--- config.mk ---
export PLATFORM = sky130hd
export DESIGN_NAME = pwt_timer
export DESIGN_NICKNAME = d
export VERILOG_FILES = /design/src/inc/pwt_pkg.sv /design/src/hdl/pwt_tick_div.sv /design/src/hdl/pwt_timer.sv
export SDC_FILE = /design/constraint.sdc
export NUM_CORES = 1
export LEC_CHECK = 0
export ABC_CLOCK_PERIOD_IN_PS = 2700
export BUFFER_PORTS_ARGS = -buffer_cell sky130_fd_sc_hd__buf_4
export CAP_MARGIN = 20
export CORE_MARGIN = 5
export CORE_UTILIZATION = 50
export CTS_CLUSTER_SIZE = 20
export DETAILED_ROUTE_END_ITERATION = 12
export PLACE_DENSITY_LB_ADDON = 0.05
export SLEW_MARGIN = 20
export SYNTH_ARGS = -nofsm -noshare
export SYNTH_HDL_FRONTEND = slang
export SYNTH_SLANG_ARGS = --single-unit
--- constraint.sdc ---
create_clock -name pclk -period 2.7 [get_ports pclk]
set_clock_uncertainty 0.2 [all_clocks]
set_input_delay 0.135 -clock pclk [delete_from_list [all_inputs] [get_ports pclk]]
set_output_delay 0.135 -clock pclk [all_outputs]
set_load 0.005 [all_outputs]
--- src/inc/pwt_pkg.sv ---
package pwt_pkg;
  // ---------------------------------------------------------------
  // register map
  // ---------------------------------------------------------------
  localparam logic [11:0] CTRL_OFFSET = 12'h000;
  localparam logic [11:0] RATE_OFFSET = 12'h004;
  localparam logic [11:0] IRQ_STATUS_OFFSET = 12'h008;
  localparam logic [11:0] IRQ_MASK_OFFSET = 12'h00C;
  // ---------------------------------------------------------------
  // control field positions
  // ---------------------------------------------------------------
  localparam int CLK_SEL_BIT = 7;
  localparam int WAVE_SEL_BIT = 4;
  localparam int EXT_EN_BIT = 3;
  localparam int FEATURE_EN_BIT = 2;
  localparam int IRQ_EN_BIT = 1;
  localparam int FLAG_BIT = 0;
  // ---------------------------------------------------------------
  // reset values
  // ---------------------------------------------------------------
  localparam logic [7:0] CTRL_RESET = 8'h00;
  localparam logic [15:0] RATE_RESET = 16'h0000;
  localparam logic [0:0] MASK_RESET = 1'h0;
  // ---------------------------------------------------------------
  // autonomous clock: one enable pulse per this many bus cycles
  // ---------------------------------------------------------------
  localparam int AUTO_CLK_NS = 1000;
  localparam int PCLK_NS = 50;
  localparam logic [7:0] AUTO_DIV_CYCLES = 8'((AUTO_CLK_NS + PCLK_NS - 1) / PCLK_NS);
  // ---------------------------------------------------------------
  // types
  // ---------------------------------------------------------------
  typedef struct packed {
    logic clk_sel;
    logic wave_sel;
    logic ext_en;
    logic feature_en;
    logic irq_en;
    logic flag;
  } pwt_ctrl_t;
  typedef enum logic [0:0] {PWT_IDLE, PWT_RUN} pwt_state_t;
endpackage : pwt_pkg

--- src/hdl/pwt_tick_div.sv ---
`timescale 1ns/10ps
module pwt_tick_div
  import pwt_pkg::*;
(
  input wire logic pclk,
  input wire logic presetn,
  output logic tick
);
  logic [7:0] cnt;
  logic [7:0] next_cnt;
  // ---------------------------------------------------------------
  // autonomous clock enable divider
  // ---------------------------------------------------------------
  always_comb
  begin
    if (cnt == AUTO_DIV_CYCLES - 8'h01)
      next_cnt = 8'h00;
    else
      next_cnt = cnt + 8'h01;
  end
  always_ff @(posedge pclk or negedge presetn)
  begin
    if (!presetn)
      cnt <= 8'h00;
    else
      cnt <= next_cnt;
  end
  assign tick = (cnt == AUTO_DIV_CYCLES - 8'h01);
endmodule : pwt_tick_div

--- src/hdl/pwt_timer.sv ---
`timescale 1ns/10ps
// Operation
// bit 7 picks autonomous or bus clock
// clock select writable only while disabled
// pulse mode: half-minimum-period pulse each period
// clock mode: toggle pin each period
// bit 4 selects pulse or clock mode
// bit 3 gates waveform, needs feature enable
// bit 2 enables and starts the timer
// timer restarts after every timeout
// flag bit 0 set on each timeout
// flag cleared only by writing one
// irq request while flag and enable set
module pwt_timer
  import pwt_pkg::*;
(
  input wire logic pclk,
  input wire logic presetn,
  input wire logic psel,
  input wire logic penable,
  input wire logic pwrite,
  input wire logic [11:0] paddr,
  input wire logic [31:0] pwdata,
  output logic [31:0] prdata,
  output logic pready,
  output logic pslverr,
  output logic timeout_irq,
  output logic irq,
  output logic periodic_output_pin
);
  import pwt_pkg::*;

  pwt_ctrl_t ctrl;
  pwt_ctrl_t next_ctrl;
  logic [15:0] period_rate_setting;
  logic [15:0] next_rate;
  logic [0:0] irq_status;
  logic [0:0] next_irq_status;
  logic [0:0] irq_mask;
  logic [0:0] next_irq_mask;
  logic [31:0] next_prdata;
  pwt_state_t state;
  pwt_state_t next_state;
  logic [16:0] cnt;
  logic [16:0] next_cnt;
  logic [15:0] pulse_cnt;
  logic [15:0] next_pulse_cnt;
  logic wave_clk;
  logic next_wave_clk;
  logic pin;
  logic next_pin;
  logic auto_tick;
  logic tick;
  logic timeout;
  logic wr;
  logic rd;
  logic rd_setup;
  logic [16:0] period_last;
  logic [15:0] pulse_len;

  // ---------------------------------------------------------------
  // clock source
  // ---------------------------------------------------------------
  pwt_tick_div u_div (
    .pclk(pclk),
    .presetn(presetn),
    .tick(auto_tick)
  );
  assign tick = ctrl.clk_sel ? 1'b1 : auto_tick;

  // ---------------------------------------------------------------
  // apb decode
  // ---------------------------------------------------------------
  assign pready = 1'b1;
  assign wr = psel && penable && pwrite;
  assign rd = psel && penable && !pwrite;
  assign rd_setup = psel && !penable && !pwrite;
  assign pslverr = psel && penable && !(paddr == CTRL_OFFSET || paddr == RATE_OFFSET
    || paddr == IRQ_STATUS_OFFSET || paddr == IRQ_MASK_OFFSET);

  // period: 2 * (rate + 1) source ticks, so the minimum period is one tick pair
  assign period_last = {period_rate_setting, 1'b1};
  assign pulse_len = 16'h0001;
  assign timeout = (state == PWT_RUN) && ctrl.feature_en && tick && (cnt == period_last);

  // ---------------------------------------------------------------
  // registers
  // ---------------------------------------------------------------
  always_comb
  begin
    next_ctrl = ctrl;
    next_rate = period_rate_setting;
    next_irq_mask = irq_mask;
    next_irq_status = irq_status;
    next_prdata = prdata;
    if (wr && paddr == CTRL_OFFSET)
    begin
      if (!ctrl.feature_en && !pwdata[FEATURE_EN_BIT])
        next_ctrl.clk_sel = pwdata[CLK_SEL_BIT];
      next_ctrl.wave_sel = pwdata[WAVE_SEL_BIT];
      next_ctrl.ext_en = pwdata[EXT_EN_BIT];
      next_ctrl.feature_en = pwdata[FEATURE_EN_BIT];
      next_ctrl.irq_en = pwdata[IRQ_EN_BIT];
      if (pwdata[FLAG_BIT])
        next_ctrl.flag = 1'b0;
    end
    if (timeout)
      next_ctrl.flag = 1'b1;
    if (wr && paddr == RATE_OFFSET)
      next_rate = pwdata[15:0];
    if (wr && paddr == IRQ_MASK_OFFSET)
      next_irq_mask = pwdata[0:0];
    // clear only what the read reported, so a set after the setup phase is kept
    if (rd && paddr == IRQ_STATUS_OFFSET)
      next_irq_status = irq_status & ~prdata[0:0];
    if (timeout)
      next_irq_status = 1'b1;
    // read data loads in the setup phase and stands through the access phase
    if (rd_setup)
    begin
      case (paddr)
        CTRL_OFFSET: next_prdata = {24'h000000, ctrl.clk_sel, 2'b00, ctrl.wave_sel,
          ctrl.ext_en, ctrl.feature_en, ctrl.irq_en, ctrl.flag};
        RATE_OFFSET: next_prdata = {16'h0000, period_rate_setting};
        IRQ_STATUS_OFFSET: next_prdata = {31'h00000000, irq_status};
        IRQ_MASK_OFFSET: next_prdata = {31'h00000000, irq_mask};
        default: next_prdata = 32'h00000000;
      endcase
    end
  end

  always_ff @(posedge pclk or negedge presetn)
  begin
    if (!presetn)
    begin
      ctrl <= pwt_ctrl_t'(6'h00);
      period_rate_setting <= RATE_RESET;
      irq_mask <= MASK_RESET;
      irq_status <= 1'b0;
      prdata <= 32'h00000000;
    end
    else
    begin
      ctrl <= next_ctrl;
      period_rate_setting <= next_rate;
      irq_mask <= next_irq_mask;
      irq_status <= next_irq_status;
      prdata <= next_prdata;
    end
  end

  // ---------------------------------------------------------------
  // period counter
  // ---------------------------------------------------------------
  always_comb
  begin
    next_state = state;
    next_cnt = cnt;
    next_wave_clk = wave_clk;
    next_pulse_cnt = pulse_cnt;
    case (state)
      PWT_IDLE:
      begin
        next_cnt = 17'h00000;
        next_wave_clk = 1'b0;
        next_pulse_cnt = 16'h0000;
        if (ctrl.feature_en)
          next_state = PWT_RUN;
      end
      PWT_RUN:
      begin
        if (!ctrl.feature_en)
          next_state = PWT_IDLE;
        else if (tick)
        begin
          if (pulse_cnt != 16'h0000)
            next_pulse_cnt = pulse_cnt - 16'h0001;
          if (timeout)
          begin
            next_cnt = 17'h00000;
            next_wave_clk = !wave_clk;
            next_pulse_cnt = pulse_len;
          end
          else
            next_cnt = cnt + 17'h00001;
        end
      end
      default: next_state = PWT_IDLE;
    endcase
    if (ctrl.ext_en && ctrl.feature_en)
      next_pin = ctrl.wave_sel ? next_wave_clk : (next_pulse_cnt != 16'h0000);
    else
      next_pin = 1'b0;
  end

  always_ff @(posedge pclk or negedge presetn)
  begin
    if (!presetn)
    begin
      state <= PWT_IDLE;
      cnt <= 17'h00000;
      wave_clk <= 1'b0;
      pulse_cnt <= 16'h0000;
      pin <= 1'b0;
    end
    else
    begin
      state <= next_state;
      cnt <= next_cnt;
      wave_clk <= next_wave_clk;
      pulse_cnt <= next_pulse_cnt;
      pin <= next_pin;
    end
  end

  assign periodic_output_pin = pin;
  assign timeout_irq = ctrl.flag && ctrl.irq_en;
  assign irq = irq_status[0] && irq_mask[0];

  // ---------------------------------------------------------------
  // assertions
  // ---------------------------------------------------------------
  property p_clk_sel_hold;
    @(posedge pclk) disable iff (!presetn)
    (ctrl.feature_en || (wr && paddr == CTRL_OFFSET && pwdata[FEATURE_EN_BIT]))
    |=> $stable(ctrl.clk_sel) || !$past(ctrl.feature_en) && !$past(pwdata[FEATURE_EN_BIT]);
  endproperty
  a_clk_sel_hold: assert property (p_clk_sel_hold) else $error("clock select changed");

  property p_flag_set;
    @(posedge pclk) disable iff (!presetn)
    timeout |=> ctrl.flag;
  endproperty
  a_flag_set: assert property (p_flag_set) else $error("flag not set on timeout");

  property p_flag_clear_only_w1;
    @(posedge pclk) disable iff (!presetn)
    ctrl.flag && !(wr && paddr == CTRL_OFFSET && pwdata[FLAG_BIT]) |=> ctrl.flag;
  endproperty
  a_flag_clear_only_w1: assert property (p_flag_clear_only_w1) else $error("flag lost");

  property p_flag_clear;
    @(posedge pclk) disable iff (!presetn)
    wr && paddr == CTRL_OFFSET && pwdata[FLAG_BIT] && !timeout |=> !ctrl.flag;
  endproperty
  a_flag_clear: assert property (p_flag_clear) else $error("flag not cleared");

  property p_irq;
    @(posedge pclk) disable iff (!presetn)
    timeout_irq == (ctrl.flag && ctrl.irq_en);
  endproperty
  a_irq: assert property (p_irq) else $error("irq request wrong");

  property p_pin_gated;
    @(posedge pclk) disable iff (!presetn)
    !(ctrl.ext_en && ctrl.feature_en) |=> !periodic_output_pin;
  endproperty
  a_pin_gated: assert property (p_pin_gated) else $error("pin driven while gated");

  property p_pulse;
    @(posedge pclk) disable iff (!presetn)
    timeout && ctrl.ext_en && ctrl.feature_en && !ctrl.wave_sel ##1
    ctrl.ext_en && ctrl.feature_en && !ctrl.wave_sel |-> periodic_output_pin;
  endproperty
  a_pulse: assert property (p_pulse) else $error("no pulse at period end");

  property p_clock_toggle;
    @(posedge pclk) disable iff (!presetn)
    timeout && ctrl.feature_en |=> wave_clk != $past(wave_clk);
  endproperty
  a_clock_toggle: assert property (p_clock_toggle) else $error("clock not toggled");

  property p_restart;
    @(posedge pclk) disable iff (!presetn)
    timeout && ctrl.feature_en |=> cnt == 17'h00000;
  endproperty
  a_restart: assert property (p_restart) else $error("counter not restarted");

  property p_disable;
    @(posedge pclk) disable iff (!presetn)
    !ctrl.feature_en |=> state == PWT_IDLE;
  endproperty
  a_disable: assert property (p_disable) else $error("timer runs while disabled");

  property p_start;
    @(posedge pclk) disable iff (!presetn)
    state == PWT_IDLE && ctrl.feature_en |=> state == PWT_RUN;
  endproperty
  a_start: assert property (p_start) else $error("timer did not start");

  property p_irq_raise;
    @(posedge pclk) disable iff (!presetn)
    timeout && ctrl.irq_en && !wr |=> timeout_irq;
  endproperty
  a_irq_raise: assert property (p_irq_raise) else $error("irq request not raised");

  property p_bus_count;
    @(posedge pclk) disable iff (!presetn)
    state == PWT_RUN && ctrl.feature_en && ctrl.clk_sel && !timeout
    |=> cnt == $past(cnt) + 17'h00001;
  endproperty
  a_bus_count: assert property (p_bus_count) else $error("count missed a tick");

  property p_auto_wait;
    @(posedge pclk) disable iff (!presetn)
    state == PWT_RUN && !ctrl.clk_sel && !auto_tick |=> $stable(cnt);
  endproperty
  a_auto_wait: assert property (p_auto_wait) else $error("count moved");

  property p_clock_pin;
    @(posedge pclk) disable iff (!presetn)
    ctrl.ext_en && ctrl.feature_en && ctrl.wave_sel |=> periodic_output_pin == wave_clk;
  endproperty
  a_clock_pin: assert property (p_clock_pin) else $error("pin not the clock");

  property p_pulse_end;
    @(posedge pclk) disable iff (!presetn)
    periodic_output_pin && ctrl.ext_en && ctrl.feature_en && !ctrl.wave_sel && tick && !timeout
    |=> !periodic_output_pin;
  endproperty
  a_pulse_end: assert property (p_pulse_end) else $error("pulse too long");
endmodule : pwt_timer

==> Word level (Yosys, flattened, before mapping) <==
Index checks and enable logic that the tools add are counted.
{ "op_classes": {"add_sub_neg": 3, "n_eq_ne": 7, "n_mux": 24, "bitwise_logic": 3, "reduce_logical": 35} }
{ "op_table": {"columns": ["op", "n"], "rows": [
  ["two-way mux 16 bit", 4],
  ["case mux 16 bit (4 select lines)", 1],
  ["two-way mux 17 bit", 3],
  ["case mux 17 bit (2 select lines)", 1],
  ["case mux 16 bit (2 select lines)", 1],
  ["nonzero test 16 bit", 2],
  ["== test 12 x 4 -> 1 bit (second input constant)", 2],
  ["adder 17 x 1 -> 17 bit (second input constant)", 1],
  ["== test 17 bit", 1],
  ["logical AND 1 bit", 17],
  ["subtractor 16 x 1 -> 16 bit (second input constant)", 1],
  ["== test 12 x 3 -> 1 bit (second input constant)", 1],
  ["zero test 12 bit", 1],
  ["two-way mux 1 bit", 12],
  ["adder 8 x 1 -> 8 bit (second input constant)", 1],
  ["== test 8 x 5 -> 1 bit (second input constant)", 1],
  ["two-way mux 8 bit", 1],
  ["zero test 1 bit", 6],
  ["AND reduction 2 bit", 3],
  ["nonzero test 2 bit", 3],
  ["logical OR 1 bit", 3],
  ["inequality test 2 x 1 -> 1 bit (second input constant)", 1],
  ["inequality test 2 bit (second input constant)", 1],
  ["inverter 1 bit", 2],
  ["2 further kinds", 2]
]} }
{ "totals": {"regBits": 100, "inputBits": 49} }

==> Depth between registers and ports, before layout <==
{ "depth": {"ltp_word": 11, "mapped_depth": 11} }

==> Modules after synthesis <==
A second synthesis with hierarchy kept.
{ "hier_totals": {"hier_cells": 451, "hier_area_um2": 4485.6} }
{ "by_module_without_submodules": {"columns": ["mod", "n_inst", "cells_per_inst", "area_each_um2", "seq_area_each_um2"], "rows": [
  ["pwt_timer", 1, 423, 4126.5, 1901.8],
  ["pwt_tick_div", 1, 28, 359.1, 200.2]
]} }

==> Worst setup path after synthesis <==
No wires, ideal clock.
{ "synth_timing": {"kind": "register to register", "from": "register u_div.cnt[0]", "to": "register pin, in the netlist periodic_output_pin", "setup_time_ns": 0.134, "arrival_time_ns": 2.339, "t_required_ns": 2.366, "path_slack_ns": 0.027, "path_stages_with_launch": 12, "path_buffers": 2, "period_less_slack_ns": 2.673, "path_cell_list": "dfrtp_1 -> ha_1 -> nor4b_2 -> a31o_2 -> buf_4 -> nand4_1 -> o21bai_4 -> buf_4 -> nor3b_1 -> a21o_1 -> nor4_2 -> a31oi_1"} }
{ "synth_between": {"elab_chain_len": 11, "elab_cells_between_ends": 15, "classes_between": "1 x eq/ne; 11 x mux; 3 x reduce/logical"} }
{ "synth_lines": {"columns": ["element", "line", "source"], "rows": [
  ["from (decl)", "pwt_tick_div.sv:9", "logic [7:0] cnt;"],
  ["from (signal assigned)", "pwt_tick_div.sv:26", "cnt <= next_cnt;"],
  ["== test 8 x 5 -> 1 bit (*)", "pwt_tick_div.sv:28", "assign tick = (cnt == AUTO_DIV_CYCLES - 8'h01);"],
  ["two-way mux 1 bit (*)", "pwt_timer.sv:69", "assign tick = ctrl.clk_sel ? 1'b1 : auto_tick;"],
  ["logical AND 1 bit (2 in series)", "pwt_timer.sv:84", "assign timeout = (state == PWT_RUN) && ctrl.feature_en && tick && (cnt == period_last);"],
  ["two-way mux 16 bit", "pwt_timer.sv:178", "if (timeout)"],
  ["two-way mux 16 bit (*)", "pwt_timer.sv:174", "else if (tick)"],
  ["two-way mux 16 bit (*)", "pwt_timer.sv:172", "if (!ctrl.feature_en)"],
  ["case mux 16 bit (2 select lines) (*)", "pwt_timer.sv:161", "case (state)"],
  ["net next_pulse_cnt[8]", "pwt_timer.sv:47", "logic [15:0] next_pulse_cnt;"],
  ["nonzero test 16 bit (*)", "pwt_timer.sv:191", "next_pin = ctrl.wave_sel ? next_wave_clk : (next_pulse_cnt != 16'h0000);"],
  ["two-way mux 1 bit (*)", "pwt_timer.sv:191", null],
  ["two-way mux 1 bit (*)", "pwt_timer.sv:190", "if (ctrl.ext_en && ctrl.feature_en)"],
  ["net next_pin", "pwt_timer.sv:51", "logic next_pin;"],
  ["to (signal assigned)", "pwt_timer.sv:212", "pin <= next_pin;"],
  ["to (decl)", "pwt_timer.sv:50", "logic pin;"]
]} }
The timed path passes the listed nets; every way through them passes the cells marked *.
A chain may end at the register's enable or synchronous reset.

==> Final worst setup path <==
{ "layout_timing": {"from": "register u_div.cnt[1]", "to": "register pin, in the netlist periodic_output_pin"} }
{ "layout_between": {"elab_chain_len": 11, "elab_cells_between_ends": 15, "classes_between": "1 x eq/ne; 11 x mux; 3 x reduce/logical"} }
{ "layout_lines": {"columns": ["element", "line"], "rows": [
  ["== test 8 x 5 -> 1 bit (*)", "pwt_tick_div.sv:28"],
  ["two-way mux 1 bit (*)", "pwt_timer.sv:69"],
  ["logical AND 1 bit (2 in series)", "pwt_timer.sv:84"],
  ["two-way mux 16 bit", "pwt_timer.sv:178"],
  ["two-way mux 16 bit", "pwt_timer.sv:174"],
  ["two-way mux 16 bit", "pwt_timer.sv:172"],
  ["case mux 16 bit (2 select lines)", "pwt_timer.sv:161"],
  ["nonzero test 16 bit", "pwt_timer.sv:191"],
  ["two-way mux 1 bit (*)", "pwt_timer.sv:191"],
  ["two-way mux 1 bit (*)", "pwt_timer.sv:190"],
  ["net next_pin", "pwt_timer.sv:51"]
]} }
Marks and branches as above.

==> run_results.csv <==
group,metric,value,unit
outcome,status,"complete, but fails checks",
outcome,violations,"setup timing",
power,sw_frac_of_total,0.241,
hold_path,min_path_cells,6,
route,drtIter0Drc,186,
global_routing,grt_pass1_vias,3815,
floorplanning,initial_core_util,0.511,
sta,period_share,1.02,
sta,tns,-0.0509,ns
placed_design,placed_cells,661,
synth,yosysWarningCount,0,
power,p_switching,563,uW
run,drv_cap,0,
clocking,numCtsBuffers,9,
power,p_seq_frac,0.542,
power,pwr-share-comb,0.063,
route,vias,3806,
placed_design,place_area,0.00541,sq mm
final_layout,fin_util,0.687,
sta,grt_setup_unrepaired,"true",
route,via_per_inst,5.40,
synth,synthCells,444,
synth,synth_commonest_cells,"dfrtp_1 (84), nand2_1 (56), o21ai_0 (49), xnor2_1 (22), mux2_2 (21)",
power,p_int,1.77,mW
placed_design,io_buffers,52,
sta,finalHoldViolCount,0,
route,drt-wirelength-per-cell,15.5,microns
global_routing,track_usage,0.208,
final_layout,diodes,0,
synth,synthArstFlopShare,1.00,
floorplanning,ios,86,
synth,synth.avg_cell_area,9.99,sq um
floorplanning,die_x,104,microns
route,m1WireLength,5210,microns
final_layout,drive_gt1_frac,0.337,
floorplanning,dieArea,0.0109,sq mm
clocking,cts_htree_levels,3,
setup_path,cp.required,2.73,ns
final_layout,synthToLayoutAreaGrowth,34.3,%
hold_path,min_path_type,"in2reg",
final_layout,fin_cells,705,
route,met2_length,5180,microns
route,top_layer,"met4",
route,dr.pass1.iters,4,
placed_design,pre_cts_slack,-0.151,ns
synth,synth_top_area_cell,"dfrtp_1",
route,drc,0,
hold_path,min_to,"prdata[0]$_DFFE_PN0P_",
setup_path,r2r_cells,10,
sta,setup_violations,1,
synth,netlist_area,0.00444,sq mm
setup_path,rr_endpoint,"periodic_output_pin$_DFF_PN0_",
setup_path,crit_fanout,5,
setup_path,reg2reg_setup_slack,-0.05,ns
sta,period_minus_slack,2.75,ns
synth,synth-edff-count,0,
setup_path,r2r-start,"u_div.cnt[1]$_DFF_PN0_",
setup_path,startpoint,"u_div.cnt[1]$_DFF_PN0_",
setup_path,crit_path_start_kind,"flop",
clocking,clock_latency,0.36,ns
final_layout,fin_nets,645,
route,drtAntennaViolNets,0,
sta,slew_violations,0,
setup_path,crit_type,"reg2reg",
power,p_per_area,391,mW/mm^2
synth,synth_top_area_frac,0.474,
placed_design,hpwl,7990,microns
clocking,cts_tree,"done",
clocking,cts.sinks,84,
route,wirelength,10900,microns
setup_path,endpoint_kind,"flop",
clocking,clkTransAtPathRegs,0.09,ns
route,dr_wl_met3,478,microns
synth,synth_cell_types,55,
placed_design,gp_congestion,0.884,
global_routing,antenna_found_initial,0,
hold_path,hold_path.startpoint,"paddr[8]",
sta,worstMarginPinSlew,0.655,ns
synth,synth_area_leaders,"dfrtp_1 (47%), o21ai_0 (5.5%), mux2_2 (5.3%)",
final_layout,final_cell_area,0.00596,sq mm
power,pwr-share-clk,0.395,
synth,synth.ff_latch_count,84,
floorplanning,num_rows,34,
setup_path,cp.arrival,2.78,ns
sta,max_clock_freq,364,MHz
sta,max_slew_margin,0.563,
clocking,cts-root-buf,"clkbuf_8",
synth,synthFlopType,"dfrtp_1",
global_routing,grt_max_degree,49,
floorplanning,die_h,104,microns
sta,final_critical_path_setup_slack,-0.0509,ns
clocking,clk_path_buf_depth,2,
power,p_leak,2.85,nW
power,power.total,2.33,mW
floorplanning,coreArea,0.00868,sq mm
power,vdd_drop_max,262,uV
global_routing,grt_pass1_wl,18800,microns
global_routing,grt.overflow.total,0,
sta,whs,0.0693,ns
synth,yosysMostFrequentCell,"dfrtp_1",
synth,yosysSeqAreaShare,0.474,
-- area by class of cell --
| class | count | area, sq um |
|---|---|---|
| clock buffer | 9 | 124 |
| clock inverter | 7 | 75.1 |
| fill | 678 | 2720 |
| inverter | 6 | 22.5 |
| multi-input combinational | 336 | 2260 |
| sequential | 84 | 2100 |
| tap | 108 | 135 |
| timing repair buffer | 155 | 1240 |
-- sequential cells by signal (all words and copies together) (netlist names) --
signal	cells
cnt	17
ctrl	6
irq_mask	1
irq_status	1
period_rate_setting	16
periodic_output_pin	1
prdata	16
pulse_cnt	16
state	1
u_div.cnt	8
wave_clk	1
-- power by group through the flow --
stage / Sequential [mW] / Combinational (mW) / Clock (mW)
final: 1.26 / 0.147 / 0.920
after global routing: 1.26 / 0.165 / 1.02
after CTS: 1.26 / 0.146 / 0.942
after detailed placement: 1.29 / 0.122 / 0
after global placement: 1.29 / 0.120 / 0
after floorplan: 1.29 / 0.0543 / 0
-- per-layer routing --
metal | GRT usage | up-vias
met1 | 0.304 | 1856
met3 | 0.0484 | 5
met5 | 0 | -
met4 | 0.0398 | 0
met2 | 0.320 | 79
li1 | - | 1866
-- worst max path at each step --
stage                                                to  slack [ns]  cells after the start
after CTS                 periodic_output_pin$_DFF_PN0_       -0.13                     10
after floorplan           periodic_output_pin$_DFF_PN0_        0.03                     11
after detailed placement  periodic_output_pin$_DFF_PN0_       -0.15                      9
after global routing      periodic_output_pin$_DFF_PN0_       -0.18                     10
final                     periodic_output_pin$_DFF_PN0_       -0.05                     10
after global placement    periodic_output_pin$_DFF_PN0_       -0.11                      9
-- worst max-delay path, stage by stage, from the launching register on --
cell and delay (ns):
dfrtp_1 0.36, ha_2 0.19, nor4b_4 0.22, a31o_2 0.23
nand4_1 0.25, o21bai_4 0.27, buf_6 0.15, a21oi_2 0.03
or3_1 0.37, nor4_2 0.25, a31oi_1 0.10
-- layout by cell type, fill, tap and decap left out, types with 3 or more instances in the layout --
master	n
buf_4	128
dfrtp_1	84
nand2_1	56
o21ai_0	49
xnor2_1	22
mux2_2	21
dlygate4sd3_1	20
nor2_1	19
conb_1	17
and3_1	14
nand3_1	13
a22o_1	11
nor3_1	10
clkbuf_8	9
nand4_1	8
or3_1	7
xor2_1	6
inv_1	5
a21oi_1	5
nor4_1	5
mux2i_1	5
buf_6	5
a21o_1	4
o31ai_1	4
and2_1	3
nand2b_1	3
a211o_1	3
ha_1	3
clkinvlp_4	3
-- kinds of logic after synthesis --
group | after synthesis | share of synthesized area
XOR/XNOR | 28 | 0.0553
other | 2 | 0.00169
multiplexers | 27 | 0.0697
adder cells (fa/ha/maj) | 4 | 0.0113
buffers and inverters | 39 | 0.0505
AO/OA/AOI/OAI | 98 | 0.145
flip-flops | 84 | 0.474
AND/OR/NAND/NOR | 162 | 0.193
-- timing repair --
item,CTS,global route
cloned,0,1
resized for setup,3,19
setup endpoints to repair,1,16
hold buffers,20,0
setup buffers,1,7
hold endpoints to repair,74,0
pin swaps,5,11
(Power assumes the default switching activity.)
